`src/logic/gesture_params.svh`:
```
`ifndef GESTURE_PARAMS_SVH
`define GESTURE_PARAMS_SVH
// What this block does
// - On a recognised gesture, store its code and set the gesture flag.
// - Host read of the gesture code clears both code and gesture flag.
// - Diagnostic register holds the latest diagnostic code raised or host write to it; a gesture that raises none leaves it unchanged.
// - Codes: 00 none, 10 click, 11 click-hold, 20 double, swipes 31/41/51/61, hold +1.
// - Increasing X is right, increasing Y is down.
// - Diagnostic codes 01..07, 09, 0A as listed; 08 reserved.
// - Swipe needs travel from touchdown of at least horizontal or vertical length.
// - Swipe cancelled when reverse movement exceeds the reverse limit.
// - Swipe becomes hold when frame movement falls below minimum speed.
// - Swipes outside the angle limit are detected but not reported.
// - In swipe hold, movement must stay within the hold limit.
// - Double click needs both taps within the tap spacing distance.
// - All points of a click must stay within the click spread limit.
// - Click held for the 16-bit hold time becomes click-and-hold.
// - Double click needs the gap not above the double click window.

// ----------------------------------------
// Register offsets
// ----------------------------------------
`define OFS_TOUCH_STATUS     8'h10
`define OFS_GESTURE_CODE     8'h14
`define OFS_GESTURE_DIAG     8'h15
`define OFS_HORIZ_SWIPE_LEN  8'h37
`define OFS_VERT_SWIPE_LEN   8'h38
`define OFS_HOLD_MOVE_LIMIT  8'h39
`define OFS_CLICK_SPREAD     8'h3A
`define OFS_DCLICK_SPACING   8'h3B
`define OFS_HOLD_TIME_LO     8'h3C
`define OFS_HOLD_TIME_HI     8'h3D
`define OFS_DCLICK_WINDOW    8'h3E
`define OFS_REVERSE_LIMIT    8'h3F
`define OFS_SWIPE_MIN_SPEED  8'h40
`define OFS_HORIZ_ANGLE      8'h41
`define OFS_VERT_ANGLE       8'h42

// ----------------------------------------
// Reset values
// ----------------------------------------
`define RST_SWIPE_LEN        8'h40
`define RST_HOLD_MOVE_LIMIT  8'h19
`define RST_CLICK_SPREAD     8'h19
`define RST_DCLICK_SPACING   8'h40
`define RST_HOLD_TIME_LO     8'h32
`define RST_HOLD_TIME_HI     8'h00
`define RST_DCLICK_WINDOW    8'h0C
`define RST_REVERSE_LIMIT    8'h20
`define RST_SWIPE_MIN_SPEED  8'h04
`define RST_ANGLE            8'h2D

// ----------------------------------------
// Field positions of touch_status
// ----------------------------------------
`define BIT_TOUCH_PRESENT    0
`define BIT_GESTURE_FLAG     1
`define BIT_LARGE_SIGNAL     2

// ----------------------------------------
// Gesture and diagnostic codes
// ----------------------------------------
`define GC_NONE              8'h00
`define GC_CLICK             8'h10
`define GC_CLICK_HOLD        8'h11
`define GC_DOUBLE            8'h20
`define GC_SWIPE_DOWN        8'h31
`define GC_SWIPE_RIGHT       8'h41
`define GC_SWIPE_UP          8'h51
`define GC_SWIPE_LEFT        8'h61
`define DG_CLICK_TIMEOUT     8'h01
`define DG_SWIPE_TIMEOUT     8'h02
`define DG_GENERAL_TIMEOUT   8'h03
`define DG_CLICK_THRESH      8'h04
`define DG_SWIPE_THRESH      8'h05
`define DG_SWIPE_HOLD_THRESH 8'h06
`define DG_REVERSE_THRESH    8'h07
`define DG_HOLD_VALUE        8'h09
`define DG_OUTSIDE_ANGLE     8'h0A

// Full-scale angle used by the linear slope test.
`define ANGLE_FULL           21'h00002D
`endif

```
`src/logic/gesture_pkg.sv`:
```
package gesture_pkg;
  typedef enum logic [5:0] {
    ST_IDLE  = 6'b000001,
    ST_PRESS = 6'b000010,
    ST_GAP   = 6'b000100,
    ST_SWIPE = 6'b001000,
    ST_HOLD  = 6'b010000,
    ST_DRAIN = 6'b100000
  } state_t;
endpackage

```
`src/logic/touch_gesture_classifier.sv`:
```
`include "gesture_params.svh"

module touch_gesture_classifier
(
  // Clock and reset
  input  wire logic        REF_CLK,
  input  wire logic        RSTN,
  // Frame data from the position decoder
  input  wire logic        FRAME_STROBE,
  input  wire logic        TOUCH_PRESENT,
  input  wire logic        LARGE_SIGNAL,
  input  wire logic [11:0] TOUCH_X,
  input  wire logic [11:0] TOUCH_Y,
  // Register port from the host interface
  input  wire logic [7:0]  REG_ADDR,
  input  wire logic [7:0]  REG_WDATA,
  input  wire logic        REG_WR,
  input  wire logic        REG_RD,
  output logic      [7:0]  REG_RDATA
);

  // ----------------------------------------
  // Helpers
  // ----------------------------------------
  function automatic logic [12:0] adiff(input logic [11:0] a, input logic [11:0] b);
    adiff = (a >= b) ? {1'b0, a - b} : {1'b0, b - a};
  endfunction

  function automatic logic beyond(input logic [12:0] d, input logic [7:0] lim);
    beyond = d > {5'h00, lim};
  endfunction

  // ----------------------------------------
  // Configuration registers
  // ----------------------------------------
  logic [7:0] hlen_q, vlen_q, hold_lim_q, spread_q, spacing_q;
  logic [7:0] hold_lo_q, hold_hi_q, window_q, reverse_q, speed_q;
  logic [7:0] hangle_q, vangle_q;

  always_ff @(posedge REF_CLK or negedge RSTN)
  begin
    if (!RSTN)
    begin
      hlen_q     <= `RST_SWIPE_LEN;
      vlen_q     <= `RST_SWIPE_LEN;
      hold_lim_q <= `RST_HOLD_MOVE_LIMIT;
      spread_q   <= `RST_CLICK_SPREAD;
      spacing_q  <= `RST_DCLICK_SPACING;
      hold_lo_q  <= `RST_HOLD_TIME_LO;
      hold_hi_q  <= `RST_HOLD_TIME_HI;
      window_q   <= `RST_DCLICK_WINDOW;
      reverse_q  <= `RST_REVERSE_LIMIT;
      speed_q    <= `RST_SWIPE_MIN_SPEED;
      hangle_q   <= `RST_ANGLE;
      vangle_q   <= `RST_ANGLE;
    end
    else if (REG_WR)
    begin
      if (REG_ADDR == `OFS_HORIZ_SWIPE_LEN) hlen_q <= REG_WDATA;
      else if (REG_ADDR == `OFS_VERT_SWIPE_LEN) vlen_q <= REG_WDATA;
      else if (REG_ADDR == `OFS_HOLD_MOVE_LIMIT) hold_lim_q <= REG_WDATA;
      else if (REG_ADDR == `OFS_CLICK_SPREAD) spread_q <= REG_WDATA;
      else if (REG_ADDR == `OFS_DCLICK_SPACING) spacing_q <= REG_WDATA;
      else if (REG_ADDR == `OFS_HOLD_TIME_LO) hold_lo_q <= REG_WDATA;
      else if (REG_ADDR == `OFS_HOLD_TIME_HI) hold_hi_q <= REG_WDATA;
      else if (REG_ADDR == `OFS_DCLICK_WINDOW) window_q <= REG_WDATA;
      else if (REG_ADDR == `OFS_REVERSE_LIMIT) reverse_q <= REG_WDATA;
      else if (REG_ADDR == `OFS_SWIPE_MIN_SPEED) speed_q <= REG_WDATA;
      else if (REG_ADDR == `OFS_HORIZ_ANGLE) hangle_q <= REG_WDATA;
      else if (REG_ADDR == `OFS_VERT_ANGLE) vangle_q <= REG_WDATA;
    end
  end

  // ----------------------------------------
  // Per-frame geometry
  // ----------------------------------------
  logic [11:0] start_x_q, start_y_q, prev_x_q, prev_y_q, tap_x_q, tap_y_q;
  logic [11:0] peak_q;
  logic        axis_x_q, dir_pos_q, second_q, spread_bad_q;
  logic [15:0] press_cnt_q;
  logic [7:0]  gap_cnt_q;
  gesture_pkg::state_t state_q;

  logic [12:0] dx, dy, fx, fy, tdx, tdy, major, minor, rev;
  logic [20:0] minor_scaled, major_scaled;
  logic        horiz, swipe_reached, angle_ok, cur_pos;
  logic [11:0] axis_cur;
  logic [7:0]  swipe_code, angle_lim;

  always_comb
  begin
    dx            = adiff(TOUCH_X, start_x_q);
    dy            = adiff(TOUCH_Y, start_y_q);
    fx            = adiff(TOUCH_X, prev_x_q);
    fy            = adiff(TOUCH_Y, prev_y_q);
    tdx           = adiff(start_x_q, tap_x_q);
    tdy           = adiff(start_y_q, tap_y_q);
    horiz         = dx >= dy;
    major         = horiz ? dx : dy;
    minor         = horiz ? dy : dx;
    swipe_reached = (dx >= {5'h00, hlen_q}) || (dy >= {5'h00, vlen_q});
    // Linear slope test keeps the angle check free of trig tables.
    angle_lim     = horiz ? hangle_q : vangle_q;
    minor_scaled  = 21'(minor) * `ANGLE_FULL;
    major_scaled  = 21'(major) * 21'(angle_lim);
    angle_ok      = minor_scaled <= major_scaled;
    cur_pos       = horiz ? (TOUCH_X > start_x_q) : (TOUCH_Y > start_y_q);
    // Right and down are the increasing channel directions.
    if (horiz)
      swipe_code = cur_pos ? `GC_SWIPE_RIGHT : `GC_SWIPE_LEFT;
    else
      swipe_code = cur_pos ? `GC_SWIPE_DOWN : `GC_SWIPE_UP;
    axis_cur      = axis_x_q ? TOUCH_X : TOUCH_Y;
    if (dir_pos_q)
      rev = (peak_q > axis_cur) ? {1'b0, peak_q - axis_cur} : 13'h0000;
    else
      rev = (axis_cur > peak_q) ? {1'b0, axis_cur - peak_q} : 13'h0000;
  end

  // ----------------------------------------
  // Gesture state machine
  // ----------------------------------------
  logic       report_d;
  logic [7:0] report_code_d;
  logic       diag_d;
  logic [7:0] diag_code_d;

  always_ff @(posedge REF_CLK or negedge RSTN)
  begin
    if (!RSTN)
    begin
      state_q     <= gesture_pkg::ST_IDLE;
      start_x_q   <= 12'h000;
      start_y_q   <= 12'h000;
      prev_x_q    <= 12'h000;
      prev_y_q    <= 12'h000;
      tap_x_q     <= 12'h000;
      tap_y_q     <= 12'h000;
      peak_q      <= 12'h000;
      axis_x_q    <= 1'b0;
      dir_pos_q   <= 1'b0;
      second_q    <= 1'b0;
      spread_bad_q <= 1'b0;
      press_cnt_q <= 16'h0000;
      gap_cnt_q   <= 8'h00;
      report_d    <= 1'b0;
      report_code_d <= `GC_NONE;
      diag_d      <= 1'b0;
      diag_code_d <= 8'h00;
    end
    else
    begin
      report_d <= 1'b0;
      diag_d   <= 1'b0;
      if (FRAME_STROBE)
      begin
        prev_x_q <= TOUCH_X;
        prev_y_q <= TOUCH_Y;
        case (state_q)
          gesture_pkg::ST_IDLE:
          begin
            second_q <= 1'b0;
            spread_bad_q <= 1'b0;
            if (TOUCH_PRESENT)
            begin
              start_x_q   <= TOUCH_X;
              start_y_q   <= TOUCH_Y;
              press_cnt_q <= 16'h0000;
              state_q     <= gesture_pkg::ST_PRESS;
            end
          end
          gesture_pkg::ST_PRESS:
          begin
            if (!TOUCH_PRESENT)
            begin
              if (spread_bad_q)
                state_q <= gesture_pkg::ST_IDLE;
              else if (second_q && !beyond(tdx, spacing_q) && !beyond(tdy, spacing_q))
              begin
                report_d      <= 1'b1;
                report_code_d <= `GC_DOUBLE;
                state_q       <= gesture_pkg::ST_IDLE;
              end
              else
              begin
                // A lone tap waits for a possible second one.
                tap_x_q   <= start_x_q;
                tap_y_q   <= start_y_q;
                gap_cnt_q <= 8'h00;
                second_q  <= 1'b0;
                state_q   <= gesture_pkg::ST_GAP;
              end
            end
            else if (swipe_reached)
            begin
              if (angle_ok)
              begin
                axis_x_q      <= horiz;
                dir_pos_q     <= cur_pos;
                peak_q        <= horiz ? TOUCH_X : TOUCH_Y;
                report_code_d <= swipe_code;
                state_q       <= gesture_pkg::ST_SWIPE;
              end
              else
              begin
                diag_d      <= 1'b1;
                diag_code_d <= `DG_OUTSIDE_ANGLE;
                state_q     <= gesture_pkg::ST_DRAIN;
              end
            end
            else if (!spread_bad_q && (beyond(dx, spread_q) || beyond(dy, spread_q)))
            begin
              // Only the click is voided: the press may still travel far enough to swipe.
              diag_d       <= 1'b1;
              diag_code_d  <= `DG_CLICK_THRESH;
              spread_bad_q <= 1'b1;
            end
            else if (!spread_bad_q && press_cnt_q + 16'h0001 >= {hold_hi_q, hold_lo_q})
            begin
              report_d      <= 1'b1;
              report_code_d <= `GC_CLICK_HOLD;
              state_q       <= gesture_pkg::ST_DRAIN;
            end
            else
              press_cnt_q <= press_cnt_q + 16'h0001;
          end
          gesture_pkg::ST_GAP:
          begin
            if (TOUCH_PRESENT)
            begin
              start_x_q   <= TOUCH_X;
              start_y_q   <= TOUCH_Y;
              press_cnt_q <= 16'h0000;
              second_q    <= 1'b1;
              state_q     <= gesture_pkg::ST_PRESS;
            end
            else if (gap_cnt_q >= window_q)
            begin
              report_d      <= 1'b1;
              report_code_d <= `GC_CLICK;
              diag_d        <= 1'b1;
              diag_code_d   <= `DG_CLICK_TIMEOUT;
              state_q       <= gesture_pkg::ST_IDLE;
            end
            else
              gap_cnt_q <= gap_cnt_q + 8'h01;
          end
          gesture_pkg::ST_SWIPE:
          begin
            if (!TOUCH_PRESENT)
            begin
              report_d <= 1'b1;
              state_q  <= gesture_pkg::ST_IDLE;
            end
            else if (beyond(rev, reverse_q))
            begin
              diag_d      <= 1'b1;
              diag_code_d <= `DG_REVERSE_THRESH;
              state_q     <= gesture_pkg::ST_DRAIN;
            end
            else if (fx < {5'h00, speed_q} && fy < {5'h00, speed_q})
            begin
              report_d      <= 1'b1;
              report_code_d <= report_code_d + 8'h01;
              start_x_q     <= TOUCH_X;
              start_y_q     <= TOUCH_Y;
              state_q       <= gesture_pkg::ST_HOLD;
            end
            else if ((dir_pos_q && axis_cur > peak_q) || (!dir_pos_q && axis_cur < peak_q))
              peak_q <= axis_cur;
          end
          gesture_pkg::ST_HOLD:
          begin
            if (!TOUCH_PRESENT)
              state_q <= gesture_pkg::ST_IDLE;
            else if (beyond(dx, hold_lim_q) || beyond(dy, hold_lim_q))
            begin
              diag_d      <= 1'b1;
              diag_code_d <= `DG_HOLD_VALUE;
              state_q     <= gesture_pkg::ST_DRAIN;
            end
          end
          default:
          begin
            if (!TOUCH_PRESENT)
              state_q <= gesture_pkg::ST_IDLE;
          end
        endcase
      end
    end
  end

  // ----------------------------------------
  // Reported registers
  // ----------------------------------------
  logic [7:0] gesture_code_q, diag_q;
  logic       gesture_flag_q;
  logic       code_read;

  assign code_read = REG_RD && (REG_ADDR == `OFS_GESTURE_CODE);

  // A gesture finishing in the read cycle wins over the read's clear.
  always_ff @(posedge REF_CLK or negedge RSTN)
  begin
    if (!RSTN)
    begin
      gesture_code_q <= `GC_NONE;
      gesture_flag_q <= 1'b0;
    end
    else if (report_d)
    begin
      gesture_code_q <= report_code_d;
      gesture_flag_q <= 1'b1;
    end
    else if (code_read)
    begin
      gesture_code_q <= `GC_NONE;
      gesture_flag_q <= 1'b0;
    end
  end

  always_ff @(posedge REF_CLK or negedge RSTN)
  begin
    if (!RSTN)
      diag_q <= 8'h00;
    else if (diag_d)
      diag_q <= diag_code_d;
    else if (REG_WR && REG_ADDR == `OFS_GESTURE_DIAG)
      diag_q <= REG_WDATA;
  end

  // ----------------------------------------
  // Read data
  // ----------------------------------------
  always_ff @(posedge REF_CLK or negedge RSTN)
  begin
    if (!RSTN)
      REG_RDATA <= 8'h00;
    else if (REG_RD)
    begin
      if (REG_ADDR == `OFS_TOUCH_STATUS)
      begin
        REG_RDATA <= 8'h00;
        REG_RDATA[`BIT_TOUCH_PRESENT] <= TOUCH_PRESENT;
        REG_RDATA[`BIT_GESTURE_FLAG] <= gesture_flag_q;
        REG_RDATA[`BIT_LARGE_SIGNAL] <= LARGE_SIGNAL;
      end
      else if (REG_ADDR == `OFS_GESTURE_CODE) REG_RDATA <= gesture_code_q;
      else if (REG_ADDR == `OFS_GESTURE_DIAG) REG_RDATA <= diag_q;
      else if (REG_ADDR == `OFS_HORIZ_SWIPE_LEN) REG_RDATA <= hlen_q;
      else if (REG_ADDR == `OFS_VERT_SWIPE_LEN) REG_RDATA <= vlen_q;
      else if (REG_ADDR == `OFS_HOLD_MOVE_LIMIT) REG_RDATA <= hold_lim_q;
      else if (REG_ADDR == `OFS_CLICK_SPREAD) REG_RDATA <= spread_q;
      else if (REG_ADDR == `OFS_DCLICK_SPACING) REG_RDATA <= spacing_q;
      else if (REG_ADDR == `OFS_HOLD_TIME_LO) REG_RDATA <= hold_lo_q;
      else if (REG_ADDR == `OFS_HOLD_TIME_HI) REG_RDATA <= hold_hi_q;
      else if (REG_ADDR == `OFS_DCLICK_WINDOW) REG_RDATA <= window_q;
      else if (REG_ADDR == `OFS_REVERSE_LIMIT) REG_RDATA <= reverse_q;
      else if (REG_ADDR == `OFS_SWIPE_MIN_SPEED) REG_RDATA <= speed_q;
      else if (REG_ADDR == `OFS_HORIZ_ANGLE) REG_RDATA <= hangle_q;
      else if (REG_ADDR == `OFS_VERT_ANGLE) REG_RDATA <= vangle_q;
      else REG_RDATA <= 8'h00;
    end
  end

endmodule

```
`config.mk`:
```
export PLATFORM = sky130hd
export DESIGN_NAME = touch_gesture_classifier
export DESIGN_NICKNAME = d
export VERILOG_FILES = /design/src/logic/gesture_pkg.sv /design/src/logic/touch_gesture_classifier.sv
export VERILOG_INCLUDE_DIRS = /design/src /design/src/logic
export SDC_FILE = /design/constraint.sdc
export NUM_CORES = 1
export LEC_CHECK = 0
export BUFFER_PORTS_ARGS = -buffer_cell sky130_fd_sc_hd__buf_2
export CAP_MARGIN = 25
export CORE_UTILIZATION = 29
export DETAILED_ROUTE_END_ITERATION = 10
export PLACE_DENSITY = 0.47
export SKIP_LAST_GASP = 1
export SYNTH_ARGS = -nofsm -noshare
export SYNTH_HDL_FRONTEND = slang
export SYNTH_SLANG_ARGS = --single-unit
```
`constraint.sdc`:
```
create_clock -name REF_CLK -period 15.55 [get_ports REF_CLK]
set_clock_uncertainty 0.05 [all_clocks]
set_input_delay 3.11 -clock REF_CLK [delete_from_list [all_inputs] [get_ports REF_CLK]]
set_output_delay 3.11 -clock REF_CLK [all_outputs]
set_load 0.02 [all_outputs]
```
==> impl_metrics.tcl, run 1 <==
set metrics [dict create \
    period_needed_ns 14.56 \
    worst-setup-path-type "input port to flop" \
    max_stage_delay_ns 0.62 \
    clkTransAtPathRegs_ns 0.06 \
    core_sq_mm 0.09347 \
    vias_per_cell 5.160 \
    vias 23430 \
    antenna_found_initial 8 \
    worstPathArrival_ns 14.96 \
    drive_above_1_share 0.1053 \
    cts_made_buffers 36 \
    cts_buffer_depth 3 \
    ys_warn_count 0 \
    ctsResizeCount 0 \
    final_common_cell "inv_1" \
    grt_first_pass_wirelength_microns 145000 \
    rsz0062_at_grt "false" \
    grt_start_max_net_pins 77 \
    path_delay_family "adder cells" \
    worst-path-buf-inv 8 \
    ys_async_sr_fraction 1.000 \
    cp_max_fo 21 \
    postCtsHoldBufs 0 \
    ys.flop_type "dfrtp_1" \
    numClockSinks 253 \
    grt_pass1_vias 23030 \
    drt_iter0_drc 1667 \
    syn2layout_area_growth_pct 11.49 \
    dpl.hpwl_microns 76010 \
    drv_slew 0 \
    die_width_microns 309.6 \
    io_pins 55 \
    gp_congestion 0.8947 \
    start_kind "input port" \
    htree_levels 2 \
    antenna_left 0 \
    grt_use_total 0.1986 \
    postCtsSetupRepairBufs 0 \
    syn-num-nets 3742 \
    cts_root_buffer "clkbuf_16" \
    outcome "finished, final reports clean" \
    drtPass1Iterations 7 \
    nets 3776 \
    die_y_microns 309.6 \
    ys_seq_area_frac 0.2319 \
    clk_latency_ns 0.57 \
    fp.dieArea_sq_mm 0.09583 \
    final-setup-viol-count 0 \
    timing.fmax_mhz 68.69 \
    rows 112 \
    synth.distinct_cells 89 \
    drt_wl_total_microns 95320 \
    wl_per_cell_microns 20.99 \
    cp_slowest_cell "mux2i_1" \
    fin_crit_sh 0.9363 \
    overflow 0 \
    ys_ff_latch 253 \
    cp-end-kind "flop" \
    syn_avg_cell_area_sq_um 8.506 \
    fin_tns_setup_ns 0 \
    netlist_area_sq_mm 0.02743 \
    cp.required_ns 15.95 \
    hold_viol_final 0 \
    hold_class "flop to flop" \
    route.detailed.drc 0 \
    syn_inst 3225 \
    synth_edf_count 0 \
    start_util 0.2935 \
    worst_pin_slew_ns 1.177 \
    port-buffer-count 54 \
    max_cap_viol_count 0 \
    final_cell_mix "385 x inv_1, 378 x ha_1, 255 x nand2_1" \
    relSlewSlack 0.2048 \
    cts_tree "done" \
]
## cells in the mapped netlist, drive strengths merged (16+ instances only)
| cell | instances | area share |
|---|---|---|
| a21o | 75 | 0.021 |
| a221oi | 21 | 0.0067 |
| o21ai | 239 | 0.044 |
| nand2b | 31 | 0.0071 |
| a211oi | 30 | 0.0082 |
| ha | 378 | 0.17 |
| xnor2 | 59 | 0.019 |
| nor2b | 44 | 0.010 |
| o211ai | 17 | 0.0047 |
| dfstp | 25 | 0.024 |
| o21a | 37 | 0.010 |
| or3 | 16 | 0.0036 |
| fa | 92 | 0.067 |
| nand2 | 255 | 0.035 |
| a31oi | 40 | 0.0093 |
| mux2i | 121 | 0.044 |
| xor2 | 38 | 0.012 |
| nor2 | 227 | 0.031 |
| mux2 | 89 | 0.037 |
| o21bai | 30 | 0.0082 |
| inv | 386 | 0.053 |
| clkbuf | 106 | 0.015 |
| nand3 | 56 | 0.010 |
| buf | 26 | 0.0058 |
| nand4 | 27 | 0.0062 |
| a21oi | 214 | 0.039 |
| nor3 | 44 | 0.0082 |
| dfrtp | 228 | 0.21 |
| or2 | 24 | 0.0055 |
| o31ai | 18 | 0.0049 |
| and3 | 29 | 0.0066 |
| nor4 | 23 | 0.0057 |
## through the flow
stage	hold WS (ns)	std cells	instance area (sq um)	utilization	worst slack [ns]
after floorplan	0.3976	3225	27430	-	1.818
after global placement	0.4257	4473	29310	0.3136	0.7792
after detailed placement	0.4314	4473	29310	0.3136	0.4635
after CTS	0.4446	4538	30560	0.3270	0.9939
after global routing	0.4639	4540	30580	0.3272	0.1611
final	0.4411	4541	30580	0.3272	0.9910
## registers in the layout (all words and copies together) (netlist names), 12 cells and up
signal and flops:
peak_q 12, press_cnt_q 16, prev_x_q 12, prev_y_q 12, start_x_q 12, start_y_q 12
tap_x_q 12, tap_y_q 12
## cell families after synthesis
family                     after synthesis  share of synthesized area
DFF                                    253                     0.2319
AOI/OAI and AO/OA                      849                     0.1980
adders and majority gates              470                     0.2395
and+or+nand+nor                        825                     0.1437
buffers and inverters                  519                    0.07334
muxes                                  212                    0.08246
xor gates and xnor gates                97                    0.03097
## path summary, 6_finish.rpt
| kind | from | end | cells after the start | slack, ns |
|---|---|---|---|---|
| max | TOUCH_Y[9] | report_code_d[5]$_DFFE_PN0P_ | 45 | 0.99 |
| min | gesture_flag_q$_DFFE_PN0P_ | gesture_flag_q$_DFFE_PN0P_ | 1 | 0.44 |
| max reg2reg | start_y_q[1]$_DFFE_PN0P_ | report_code_d[5]$_DFFE_PN0P_ | 44 | 3.20 |
| min reg2reg | gesture_flag_q$_DFFE_PN0P_ | gesture_flag_q$_DFFE_PN0P_ | 1 | 0.44 |
| max in group asynchronous | RSTN | hold_lim_q[6]$_DFFE_PN0P_ | 2 | 11.57 |
| min in group asynchronous | RSTN | tap_x_q[5]$_DFFE_PN0P_ | 1 | 2.52 |
## layout make-up
cell class	instances	area, sq um
clock buffers	54	1089
repair buffers	128	853.3
fillers	9884	62890
well taps	1254	1569
diodes	1	2.502
multi-input cells	2453	19090
inverters	387	1453
clock inverters	11	163.9
flip-flops and latches	253	6362
## layer usage
metal	GRT usage	wire [microns]	up-vias
li1	-	-	11390
met4	0.05964	2838	12
met1	0.2779	44810	11340
met5	0	78	-
met2	0.3193	43220	561
met3	0.02213	4371	126
Power of run 1 is left out: the tool's default activity adds up to more than one toggle a clock period on the data nets, which glitch-free logic cannot reach.
==> inputs of run 2 (changes only) <==
CORE_UTILIZATION = 50   (was 29)
CTS_BUF_LIST = sky130_fd_sc_hd__clkbuf_4   (was unset)
PLACE_DENSITY = 0.7   (was 0.47)
==> impl_metrics.tcl, run 2 (synthesis results as in run 1) <==
set metrics [dict create \
    outcome "finished, final reports clean" \
    gp_congestion 1.007 \
    hold_start "gesture_code_q[0]$_DFFE_PN0P_" \
    largest_register_ffs 16 \
    min_path_cells 1 \
    core_sq_mm 0.05403 \
    postLayoutCoreUtil 0.5453 \
    start_util 0.5078 \
    port-buffer-count 54 \
    numClockSinks 253 \
    worst_r2r_path_depth 45 \
    timing.fmax_mhz 69.59 \
    die_width_microns 236.2 \
    clkTransAtPathRegs_ns 0.06 \
    grt_pass1_vias 24470 \
    wl_per_cell_microns 21.84 \
    worst_pin_slew_ns 1.132 \
    relSlewSlack 0.2406 \
    antenna_left 0 \
    die_y_microns 236.2 \
    fin_crit_sh 0.9241 \
    start_kind "input port" \
    route.detailed.drc 0 \
    max_cap_viol_count 0 \
    cts_buffer_depth 3 \
    period_needed_ns 14.37 \
    hold_class "flop to flop" \
    finish.instance_area_sq_mm 0.02946 \
    antenna_found_initial 3 \
    postCtsSetupRepairBufs 0 \
    drt_iter0_drc 2189 \
    htree_levels 3 \
    nets 3798 \
    cts_root_buffer "clkbuf_4" \
    grt_first_pass_wirelength_microns 138000 \
    ctsResizeCount 0 \
    fp.dieArea_sq_mm 0.05581 \
    worst-setup-path-type "input port to flop" \
    cts_tree "done" \
    grtUsageMet1 0.4124 \
    drive_above_1_share 0.1163 \
    vias_per_cell 6.081 \
    cp_max_fo 26 \
    final_common_cell "inv_1" \
    worstPathArrival_ns 15.03 \
    fin_cells 4037 \
    final-setup-viol-count 0 \
    place_area_sq_mm 0.02842 \
    cp_slowest_cell "fa_1" \
    grt_start_max_net_pins 76 \
    clk_latency_ns 0.85 \
    drtPass1Iterations 6 \
    drt_wl_total_microns 88170 \
    syn2layout_area_growth_pct 7.389 \
    postCtsHoldBufs 0 \
    overflow 0 \
    rsz0062_at_grt "false" \
    io_pins 55 \
    cts_made_buffers 78 \
    vias 24550 \
    drv_slew 0 \
    rr_startpoint "start_x_q[1]$_DFFE_PN0P_" \
    dp_cells 3892 \
    cp.required_ns 16.21 \
    max_stage_delay_ns 0.57 \
    dpl.hpwl_microns 69490 \
    hold_viol_final 0 \
    final_cell_mix "385 x inv_1, 378 x ha_1, 255 x nand2_1" \
    rows 85 \
    grt_use_total 0.3166 \
    use_met3 0.04997 \
    cp-end-kind "flop" \
    largest-register "press_cnt_q" \
    fin_tns_setup_ns 0 \
    gr-usage-met2 0.5071 \
    r2r_slack_ns 3.29 \
    grt_most_used_layer "met2" \
    worstHoldEndpoint "gesture_code_q[0]$_DFFE_PN0P_" \
    rr_endpoint "report_code_d[5]$_DFFE_PN0P_" \
]
run 2: layout make-up:
| type | instances | area (sq um) |
|---|---|---|
| Fill cell | 5030 | 24570 |
| Multi-Input combinational cell | 2453 | 19090 |
| Sequential cell | 253 | 6362 |
| Inverter | 387 | 1453 |
| Tap cell | 696 | 870.8 |
| Clock buffer | 112 | 840.8 |
| Timing Repair Buffer | 108 | 719.4 |
| Clock inverter | 24 | 117.6 |
| Antenna cell | 4 | 10.01 |
run 2: worst max path at each step:
stage / start / to / slack (ns) / depth (start not counted)
final: TOUCH_X[0] / report_code_d[5]$_DFFE_PN0P_ / 1.18 / 48
after global routing: TOUCH_Y[9] / report_code_d[5]$_DFFE_PN0P_ / 0.48 / 45
after CTS: TOUCH_X[0] / report_code_d[5]$_DFFE_PN0P_ / 1.38 / 48
after detailed placement: TOUCH_X[0] / report_code_d[5]$_DFFE_PN0P_ / 0.51 / 47
after global placement: TOUCH_X[0] / report_code_d[5]$_DFFE_PN0P_ / 0.76 / 45
after floorplan: TOUCH_Y[0] / report_code_d[4]$_DFFE_PN0P_ / 1.82 / 48
run 2: worst max-delay path, delay by kind of cell:
| kind | cells | cell delay, ns |
|---|---|---|
| AOI/OAI and AO/OA | 15 | 3.69 |
| adders and majority gates | 9 | 3.39 |
| and+or+nand+nor | 12 | 2.91 |
| buffers and inverters | 9 | 1.33 |
| muxes | 2 | 0.37 |
| xor gates and xnor gates | 1 | 0.15 |
run 2: routing by layer:
metal	up-vias	wire, microns
li1	11470	-
met1	11940	37580
met2	923	40180
met3	210	5925
met4	2	4476
met5	-	10
run 2: stage by stage:
step / setup slack [ns] / hold WS, ns
after floorplan: 1.818 / 0.3976
after global placement: 0.7650 / 0.4221
after detailed placement: 0.5131 / 0.4362
after CTS: 1.381 / 0.4526
after global routing: 0.4788 / 0.4775
final: 1.180 / 0.4494
Power of run 2 is left out for the same reason.
